==> src/verilog/mode_regs_pkg.sv <==
/*
 * constants for the mode register bank and burst column sequencer:
 * register addresses, field positions, reset values, codes.
 * assumes nothing of its surroundings.
 */
package mode_regs_pkg;
	// ==========================================================
	// register addresses
	localparam logic [7:0] ADDR_LATENCY_SELECT = 8'h02;
	localparam logic [7:0] ADDR_IO_DRIVE_CONFIG = 8'h03;
	localparam logic [7:0] ADDR_TEMP_REFRESH = 8'h04;
	// ==========================================================
	// field layout and reset values
	localparam int CODE_W = 4;
	localparam int RATE_W = 3;
	localparam int TUF_BIT = 7;
	localparam int HOT_BIT = 2;
	localparam logic [3:0] LATENCY_RESET = 4'h1;
	localparam logic [3:0] DRIVE_RESET = 4'h2;
	localparam logic [2:0] RATE_RESET = 3'h3;
	localparam logic [2:0] RATE_RESERVED = 3'h4;
	localparam logic [2:0] RATE_LOW_FAULT = 3'h0;
	localparam logic [2:0] RATE_HIGH_FAULT = 3'h7;
	// ==========================================================
	// burst length codes
	localparam logic [2:0] BURST_LEN_4 = 3'h2;
	localparam logic [2:0] BURST_LEN_8 = 3'h3;
	localparam logic [2:0] BURST_LEN_16 = 3'h4;
	localparam int COL_W = 4;
	typedef enum logic [2:0] {
		SEQ_IDLE = 3'b001,
		SEQ_RUN = 3'b010,
		SEQ_LAST = 3'b100
	} seq_state_t;
endpackage : mode_regs_pkg

==> src/verilog/burst_col_seq.sv <==
/*
 * burst column sequencer: emits one column offset per beat.
 * assumes start pulses only when idle and legal length codes.
 */
`timescale 1ns/1ps
module burst_col_seq
	import mode_regs_pkg::*;
(
	input wire logic ref_clk_i,
	input wire logic rst_n_i,
	input wire logic start_i,
	input wire logic [2:0] burst_len_i,
	input wire logic wrap_select_i,
	input wire logic [mode_regs_pkg::COL_W-1:0] start_col_i,
	output logic [mode_regs_pkg::COL_W-1:0] col_q,
	output logic busy_q,
	output logic last_q
);
	seq_state_t state_q;
	logic [mode_regs_pkg::COL_W-1:0] beats_q;
	logic [mode_regs_pkg::COL_W-1:0] mask_q;

	// ==========================================================
	// wrap mask: 2 bits for bl4, 3 for bl8, 4 for bl16
	function automatic logic [COL_W-1:0] len_mask(input logic [2:0] bl);
		unique case (bl)
			BURST_LEN_8: len_mask = 4'h7;
			BURST_LEN_16: len_mask = 4'hF;
			default: len_mask = 4'h3;
		endcase
	endfunction : len_mask

	// sequencer: step the offset, wrapping inside the burst window
	always_ff @(posedge ref_clk_i or negedge rst_n_i) begin
		if (!rst_n_i) begin
			state_q <= SEQ_IDLE;
			col_q <= 4'h0;
			beats_q <= 4'h0;
			mask_q <= 4'h3;
		end else begin
			unique case (state_q)
				SEQ_IDLE: begin
					if (start_i) begin
						col_q <= {start_col_i[COL_W-1:1], 1'b0};
						// no-wrap bl4 counts straight through
						mask_q <= wrap_select_i ? 4'hF
							: len_mask(burst_len_i);
						beats_q <= len_mask(burst_len_i) - 4'h1;
						state_q <= SEQ_RUN;
					end
				end
				SEQ_RUN: begin
					col_q <= (col_q & ~mask_q)
						| ((col_q + 4'h1) & mask_q);
					beats_q <= beats_q - 4'h1;
					if (beats_q == 4'h0)
						state_q <= SEQ_LAST;
				end
				SEQ_LAST: begin
					state_q <= SEQ_IDLE;
				end
			endcase
		end
	end

	// status flags from state
	always_ff @(posedge ref_clk_i or negedge rst_n_i) begin
		if (!rst_n_i) begin
			busy_q <= 1'b0;
			last_q <= 1'b0;
		end else begin
			busy_q <= (state_q == SEQ_IDLE) ? start_i : (state_q == SEQ_RUN);
			last_q <= (state_q == SEQ_RUN) && (beats_q == 4'h0);
		end
	end
endmodule : burst_col_seq

==> src/verilog/mode_regs_burst_order_temp.sv <==
/*
 * mode register bank (latency, drive strength, temperature status)
 * plus burst column sequencer. commands arrive already decoded
 * from the command/address path, synchronous to ref_clk_i.
 *
 */
`timescale 1ns/1ps
module mode_regs_burst_order_temp
	import mode_regs_pkg::*;
(
	input wire logic ref_clk_i,
	input wire logic resetn_i,
	input wire logic mr_write_i,
	input wire logic mr_read_i,
	input wire logic [7:0] mr_addr_i,
	input wire logic [7:0] mr_wdata_i,
	input wire logic [mode_regs_pkg::RATE_W-1:0] sensor_rate_i,
	input wire logic burst_start_i,
	input wire logic [2:0] burst_len_i,
	input wire logic wrap_select_i,
	input wire logic [mode_regs_pkg::COL_W-1:0] start_col_i,
	output logic [7:0] mr_rdata_o,
	output logic mr_rvalid_o,
	output logic [mode_regs_pkg::CODE_W-1:0] latency_code_o,
	output logic [mode_regs_pkg::CODE_W-1:0] drive_strength_sel_o,
	output logic hot_o,
	output logic rate_fault_o,
	output logic [mode_regs_pkg::COL_W-1:0] burst_col_o,
	output logic burst_busy_o,
	output logic burst_last_o
);
	logic rst_meta_q;
	logic rst_n_q;
	logic [RATE_W-1:0] rate_q;
	logic temp_update_flag_q;
	logic rd_temp;
	logic rate_change;
	logic wr_latency;
	logic wr_drive;

	// fault decode, shared by the status output and its check
	function automatic logic is_fault_code(input logic [RATE_W-1:0] r);
		is_fault_code = (r == RATE_LOW_FAULT) || (r == RATE_HIGH_FAULT);
	endfunction : is_fault_code

	// ==========================================================
	// reset release synchroniser
	// asserts at once, releases two edges later to avoid a runt release
	always_ff @(posedge ref_clk_i or negedge resetn_i) begin
		if (!resetn_i) begin
			rst_meta_q <= 1'b0;
			rst_n_q <= 1'b0;
		end else begin
			rst_meta_q <= 1'b1;
			rst_n_q <= rst_meta_q;
		end
	end

	// ==========================================================
	// write-only registers: latency and drive strength
	// write decode, shared by the registers and their hold checks
	assign wr_latency = mr_write_i && (mr_addr_i == ADDR_LATENCY_SELECT);
	assign wr_drive = mr_write_i && (mr_addr_i == ADDR_IO_DRIVE_CONFIG);

	// reserved codes are stored as written; keeping them out is up to
	// the controller
	always_ff @(posedge ref_clk_i or negedge rst_n_q) begin
		if (!rst_n_q) begin
			latency_code_o <= LATENCY_RESET;
			drive_strength_sel_o <= DRIVE_RESET;
		end else begin
			if (wr_latency)
				latency_code_o <= mr_wdata_i[CODE_W-1:0];
			if (wr_drive)
				drive_strength_sel_o <= mr_wdata_i[CODE_W-1:0];
		end
	end

	// ==========================================================
	// temperature status: sampled rate code and sticky update flag
	assign rd_temp = mr_read_i && (mr_addr_i == ADDR_TEMP_REFRESH);
	assign rate_change = (sensor_rate_i != rate_q);

	always_ff @(posedge ref_clk_i or negedge rst_n_q) begin
		if (!rst_n_q) begin
			rate_q <= RATE_RESET;
			temp_update_flag_q <= 1'b0;
		end else begin
			rate_q <= sensor_rate_i;
			// a change in the read cycle wins over the clear
			if (rate_change)
				temp_update_flag_q <= 1'b1;
			else if (rd_temp)
				temp_update_flag_q <= 1'b0;
		end
	end

	// derived status outputs
	always_ff @(posedge ref_clk_i or negedge rst_n_q) begin
		if (!rst_n_q) begin
			hot_o <= 1'b0;
			rate_fault_o <= 1'b0;
		end else begin
			hot_o <= rate_q[HOT_BIT];
			rate_fault_o <= is_fault_code(rate_q);
		end
	end

	// ==========================================================
	// read port: write-only and unmapped addresses return zero
	always_ff @(posedge ref_clk_i or negedge rst_n_q) begin
		if (!rst_n_q) begin
			mr_rdata_o <= 8'h00;
			mr_rvalid_o <= 1'b0;
		end else begin
			mr_rvalid_o <= mr_read_i;
			if (rd_temp)
				mr_rdata_o <= {temp_update_flag_q, 4'h0, rate_q};
			else
				mr_rdata_o <= 8'h00;
		end
	end

	// ==========================================================
	// burst column sequencer
	burst_col_seq u_seq (
		.ref_clk_i(ref_clk_i),
		.rst_n_i(rst_n_q),
		.start_i(burst_start_i),
		.burst_len_i(burst_len_i),
		.wrap_select_i(wrap_select_i),
		.start_col_i(start_col_i),
		.col_q(burst_col_o),
		.busy_q(burst_busy_o),
		.last_q(burst_last_o)
	);
endmodule : mode_regs_burst_order_temp

==> config.mk <==
export PLATFORM = sky130hd
export DESIGN_NAME = mode_regs_burst_order_temp
export DESIGN_NICKNAME = d
export VERILOG_FILES = /design/src/verilog/mode_regs_pkg.sv /design/src/verilog/burst_col_seq.sv /design/src/verilog/mode_regs_burst_order_temp.sv
export SDC_FILE = /design/constraint.sdc
export NUM_CORES = 1
export LEC_CHECK = 0
export BUFFER_PORTS_ARGS = -buffer_cell sky130_fd_sc_hd__buf_2
export CORE_MARGIN = 10
export CORE_UTILIZATION = 52
export DETAILED_ROUTE_END_ITERATION = 10
export GPL_TIMING_DRIVEN = 0
export PLACE_DENSITY_LB_ADDON = 0.2
export SLEW_MARGIN = 10
export SYNTH_ARGS = -nofsm -noshare
export SYNTH_HDL_FRONTEND = slang
export SYNTH_SLANG_ARGS = --single-unit
==> constraint.sdc <==
create_clock -name ref_clk_i -period 2.7 [get_ports ref_clk_i]
set_input_delay 0.135 -clock ref_clk_i [delete_from_list [all_inputs] [get_ports ref_clk_i]]
set_output_delay 0.135 -clock ref_clk_i [all_outputs]
set_load 0.01 [all_outputs]
==> results of run 1 <==
per-layer routing:
| layer | global-route usage (%) | vias to the layer above | wire, um |
|---|---|---|---|
| li1 | - | 583 | - |
| met4 | 3.05 | 0 | 35 |
| met1 | 14.8 | 540 | 1290 |
| met2 | 19.4 | 35 | 1600 |
| met5 | 0 | - | 0 |
| met3 | 5.98 | 5 | 333 |
cell usage in the layout, fill, tap and decap left out, types with 5 or more instances in the layout:
cell           count
conb_1             5
mux2_2             8
clkbuf_4           5
dfrtp_1           30
nor2_1            13
buf_2             48
nor3_1             5
dfstp_2            5
nand2_1            9
o21ai_0            8
dlygate4sd3_1      6
path summary, 6_finish.rpt:
| kind | start | endpoint | slack (ns) |
|---|---|---|---|
| worst max-delay path | u_seq.state_q[2]$_DFFE_PN0P_ | u_seq.beats_q[2]$_DFFE_PN0P_ | 0.81 |
| worst min-delay path | mr_wdata_i[2] | latency_code_o[2]$_DFFE_PN0P_ | 0.03 |
| worst max register to register | u_seq.state_q[2]$_DFFE_PN0P_ | u_seq.beats_q[2]$_DFFE_PN0P_ | 0.81 |
| worst min register to register | rst_n_q$_DFF_PN0_ | temp_update_flag_q$_DFFE_PN0P_ | 0.32 |
| max in group asynchronous | rst_n_q$_DFF_PN0_ | u_seq.state_q[1]$_DFFE_PN0P_ | 1.92 |
| min in group asynchronous | resetn_i | rst_n_q$_DFF_PN0_ | 0.10 |
per-stage QoR:
stage | power (mW) | hold slack [ns] | utilization (%)
3_3_place_gp | 1.22 | -0.0803 | 65.2
3_5_place_dp | 1.26 | -0.0769 | 65.3
2_1_floorplan | 1.09 | -0.161 | -
5_1_grt | 1.75 | 0.00718 | 70.3
6_report | 1.62 | 0.0333 | 70.3
4_1_cts | 1.64 | 0.0215 | 70.3
registers in the layout, summed over array words and instances (netlist names), named ones only:
register,cells
drive_strength_sel_o,4
hot_o,1
latency_code_o,4
mr_rdata_o,4
mr_rvalid_o,1
rate_fault_o,1
rate_q,3
rst_meta_q,1
rst_n_q,1
temp_update_flag_q,1
u_seq.beats_q,4
u_seq.busy_q,1
u_seq.col_q,2
u_seq.last_q,1
u_seq.mask_q,2
u_seq.state_q,3
logic make-up after synthesis:
family	Yosys count	share of synthesized area (%)
adders and majority gates	2	1.64
buffers and inverters	8	3.03
DFF	36	59.3
xor gates and xnor gates	4	2.29
muxes	8	5.89
and+or+nand+nor	50	19.2
AOI/OAI and AO/OA	20	8.10
other	2	0.491
layout make-up:
cell class / count / area share, %
repair buffers: 53 / 15.1
flip-flops and latches: 36 / 46.4
plain buffers: 5 / 1.79
clock buffers: 5 / 1.92
inverters: 3 / 0.576
well taps: 31 / 1.98
multi-input cells: 89 / 30.0
clock inverters: 3 / 2.18
critical path, stage by stage (launching register included):
cell and delay [ns]:
dfrtp_1 0.46, or3b_2 0.48, buf_2 0.19, nor2_1 0.15, ha_1 0.21, nor2_1 0.05, o21ai_0 0.14, o311ai_1 0.11
report_power, final:
part,total (mW),internal (mW),leakage (nW),switching [mW]
Clock,0.371,0.193,0.0412,0.178
Sequential,0.757,0.655,0.442,0.102
Combinational,0.487,0.224,0.493,0.263
synth_stat cells, drive strengths merged, types with 3 or more instances:
cell type / number
nand3: 3
and2: 3
buf: 5
nor2: 14
mux2: 8
nor3: 6
a21oi: 4
dfstp: 5
xnor2: 4
o21ai: 8
dfrtp: 31
nor3b: 3
inv: 3
nand2: 10
timing repair:
item	4_1_cts	5_1_grt
gates resized for setup	0	0
endpoints found under the setup margin	0	0
hold endpoints to repair	7	0
hold buffers	6	0
==> flow_summary.toml, run 1 <==
[floorplan]
die_width_um = 74.2
die-area_mm2 = 0.00551
floorplan.initialDensity_pct = 55.0
pin_count = 57
core-area_mm2 = 0.00278
die_h_um = 74.2
fp-row-count = 19

[placed_design]
dp_slack_ns = 0.826
gp_congestion = 0.717
dp_cells = 211
io_buffers = 47
place_area_mm2 = 0.00182
dp_hpwl_um = 2540

[hold_path]
holdPathStages = 2
hold_path_class = "in -> reg"

[route]
vias_per_cell = 5.17
vias = 1163
drtIter0Drc = 56
drc = 0
routed_wl_um = 3260
firstDrtPassIters = 4
avgRoutedWirePerCell_um = 14.5
ant_nets = 0

[timing]
finalSetupViolCount = 0
timing.final.ws_setup_ns = 0.814
period_minus_slack_ns = 1.89
fin_crit_sh_pct = 69.9
final_max_slew_viol_count = 0
rsz0062_at_grt = "no"
finalClockSkew_ns = 0.00971
worstMarginPinSlew_ns = 0.747
finalHoldViolCount = 0
tns_ns = 0
fmax_ghz = 0.530
slew_headroom_pct = 50.1

[grt]
grt_max_degree = 35
grt_antenna_before_repair = 0
grt_pass1_wl_um = 5330
grt_pass1_vias = 1121
gr-total-overflow = 0
grt_usage_pct = 12.3

[logic_synthesis]
avgSynthCellArea_um2 = 11.8
synthTopCellsByArea = "dfrtp_1, dfstp_2, mux2_2"
synth_top_area_cell = "dfrtp_1"
synth_edf_count = 0
ys_types = 38
netlist_instances = 130
yosysSeqAreaShare_pct = 59.3
synth_top_area_share_pct = 50.7
ys_seq_elements = 36
synth_flop_cell = "dfrtp_1"
ys_warn_count = 0
synth_area_mm2 = 0.00153
async_flop_share_pct = 100

[finish]
drive_gt1_share_pct = 41.8
antenna_cells = 0
area_growth_pct = 27.9
nFillCells = 221
multi_input_area_um2 = 587
final_area_mm2 = 0.00196
fin_cells = 225
ff_latch_area_um2 = 908
layout.nets = 227

[worst_setup_path]
crit_path_end_kind = "flip-flop"
cp.required_ns = 2.92
reg2reg_depth = 7
cp-start-kind = "flip-flop"
crit_type = "reg -> reg"
crit_arrival_ns = 2.11
cp_max_fo = 10

[run]
maxCapViolCount = 0

[status]
status = "finished, final reports clean"

[clocking]
clk_latency_ns = 0.34
htree_levels = 2
cts_setup_buffers = 0
root_buffer = "clkbuf_4"
path_clk_slew_ns = 0.11
clock-sinks = 36
cts_buffers = 5
clockBufferDepth = 2
tritoncts = "done"

[power]
power_density_mw_per_mm2 = 826
irDropWorstVdd_mv = 0.895
p_leak_nw = 0.976
No activity file was read; power rests on OpenSTA's default activity.
==> run 2: changes to the inputs <==
--- a/config.mk
+++ b/config.mk
@@ -7,7 +7,7 @@
 export LEC_CHECK = 0
 export BUFFER_PORTS_ARGS = -buffer_cell sky130_fd_sc_hd__buf_2
 export CORE_MARGIN = 10
-export CORE_UTILIZATION = 52
+export CORE_UTILIZATION = 43
 export DETAILED_ROUTE_END_ITERATION = 10
 export GPL_TIMING_DRIVEN = 0
 export PLACE_DENSITY_LB_ADDON = 0.2
==> constraint.sdc (replaced) <==
create_clock -name ref_clk_i -period 1.5 [get_ports ref_clk_i]
set_input_delay 0.075 -clock ref_clk_i [delete_from_list [all_inputs] [get_ports ref_clk_i]]
set_output_delay 0.075 -clock ref_clk_i [all_outputs]
set_load 0.01 [all_outputs]
==> flow_summary.toml, run 2 (synthesis results as in run 1) <==
[status]
status = "finished, violations left"
failed_checks = "negative setup slack"

[route]
vias = 1239
vias_per_cell = 4.84
ant_nets = 0
drc = 0
drtIter0Drc = 49
routed_wl_um = 3580
avgRoutedWirePerCell_um = 14.0
firstDrtPassIters = 4

[timing]
worstMarginPinSlew_ns = 0.708
finalHoldViolCount = 0
finalClockSkew_ns = 0.00296
period_minus_slack_ns = 1.60
final_max_slew_viol_count = 0
slew_headroom_pct = 52.8
fmax_ghz = 0.626
finalSetupViolCount = 3
rsz0062_at_grt = "yes"
fin_crit_sh_pct = 106
timing.final.ws_setup_ns = -0.0971

[finish]
multi_input_area_um2 = 638
ff_latch_area_um2 = 910
final_area_mm2 = 0.00218
fin_cells = 256
post-route-util_pct = 64.3
area_growth_pct = 42.5
drive_gt1_share_pct = 44.8
layout.nets = 243
antenna_cells = 0
final_common_cell = "buf_2"
most-common-layout-cells = "buf_2, dfrtp_1, dlygate4sd3_1"
nFillCells = 266

[power]
irDropWorstVdd_mv = 0.611
p_total_mw = 3.31
p_leak_nw = 1.06
power_density_mw_per_mm2 = 1520

[placed_design]
dp_hpwl_um = 2570
io_buffers = 47
place_area_mm2 = 0.00187
dp_cells = 226
gp_congestion = 0.743

[clocking]
root_buffer = "clkbuf_4"
clock-sinks = 36
clk_latency_ns = 0.34
clockBufferDepth = 2
path_clk_slew_ns = 0.11
htree_levels = 2
tritoncts = "done"
cts_buffers = 5

[floorplan]
die-area_mm2 = 0.00634
die_width_um = 79.6
die_h_um = 79.6
core-area_mm2 = 0.00339
fp-row-count = 21
floorplan.initialDensity_pct = 45.1
pin_count = 57

[grt]
grt_usage_pct = 11.6
grt_max_degree = 35
grt_pass1_wl_um = 5880
grt_pass1_vias = 1283
grt_antenna_before_repair = 0
gr-total-overflow = 0

[run]
maxCapViolCount = 0

[worst_setup_path]
crit_type = "reg -> reg"
slowest_delay_ns = 0.47
slowest_stage = "dfrtp_2"
critical_path.cell_chain = "or3b_4, nor2_4, ha_4, nor2_2, o21ai_1, o311ai_1"
cp_max_fo = 7
crit_path_end_kind = "flip-flop"
cp.required_ns = 1.72
cp-start-kind = "flip-flop"
crit_arrival_ns = 1.82

[hold_path]
hold_path_class = "in -> reg"
run 2: cell count changes in the layout (fill, tap and decap cells not counted), moves of 2 or more:
cell / delta
o21ai_0: -2
o21ai_1: +2
dlygate4sd3_1: +10
nor2_1: -4
nor2_4: +3
buf_4: +7
run 2: repair_timing:
action	CTS	global route
hold buffers	15	1
pin swaps	2	3
gates cloned	0	0
hold endpoints to repair	20	2
buffers inserted	5	2
endpoints found under the setup margin	9	6
gates resized for setup	3	4
run 2: metal layers:
layer | part of all wire, % | track usage (%) | vias to the layer above
li1 | - | - | 612
met1 | 38 | 11.4 | 591
met2 | 53 | 21.0 | 29
met3 | 6.9 | 5.07 | 7
met4 | 1.5 | 4.30 | 0
met5 | 0 | 0 | -
run 2: metrics by stage:
stage | hold slack, ns | TNS, ns | setup WS [ns]
finish | 0.0447 | -0.118 | -0.0971
global route | 0.0581 | -0.433 | -0.168
CTS | 0.0145 | -0.133 | -0.0711
detailed placement | -0.138 | -1.96 | -0.307
global placement | -0.140 | -1.48 | -0.244
floorplan | -0.221 | -0.0459 | -0.0459
run 2: where the power goes:
part / total, mW / switching (mW) / leakage (nW) / internal [mW]
combinational: 1.23 / 0.594 / 0.576 / 0.637
clock: 0.696 / 0.341 / 0.0418 / 0.356
sequential: 1.38 / 0.202 / 0.440 / 1.18
total: 3.31 / 1.14 / 1.06 / 2.17
run 2: final cells by class:
type,count,share of cell area [%]
clock buffer,5,1.72
sequential,36,41.8
clock inverter,3,2.13
inverter,3,0.517
buffer,4,1.38
multi-input combinational,89,29.3
tap,46,2.64
timing repair buffer,70,20.6
run 2: path summary, 6_finish.rpt:
check | start | cells after the start | to | slack [ns]
max | u_seq.state_q[2]$_DFFE_PN0P_ | 6 | u_seq.beats_q[2]$_DFFE_PN0P_ | -0.1
min | burst_start_i | 4 | u_seq.state_q[0]$_DFFE_PN1P_ | 0.04
max reg2reg | u_seq.state_q[2]$_DFFE_PN0P_ | 6 | u_seq.beats_q[2]$_DFFE_PN0P_ | -0.1
min reg2reg | rst_n_q$_DFF_PN0_ | 0 | u_seq.beats_q[3]$_DFFE_PN0P_ | 0.33
max in group asynchronous | rst_n_q$_DFF_PN0_ | 0 | u_seq.state_q[2]$_DFFE_PN0P_ | 0.69
min in group asynchronous | rst_n_q$_DFF_PN0_ | 0 | u_seq.beats_q[3]$_DFFE_PN0P_ | 0.33
run 2: worst max-delay path: cells and delay by family (launching register included):
kind / cells / cell delay, ns
AOI/OAI and AO/OA: 2 / 0.22
adders and majority gates: 1 / 0.15
DFF: 1 / 0.47
and+or+nand+nor: 3 / 0.64
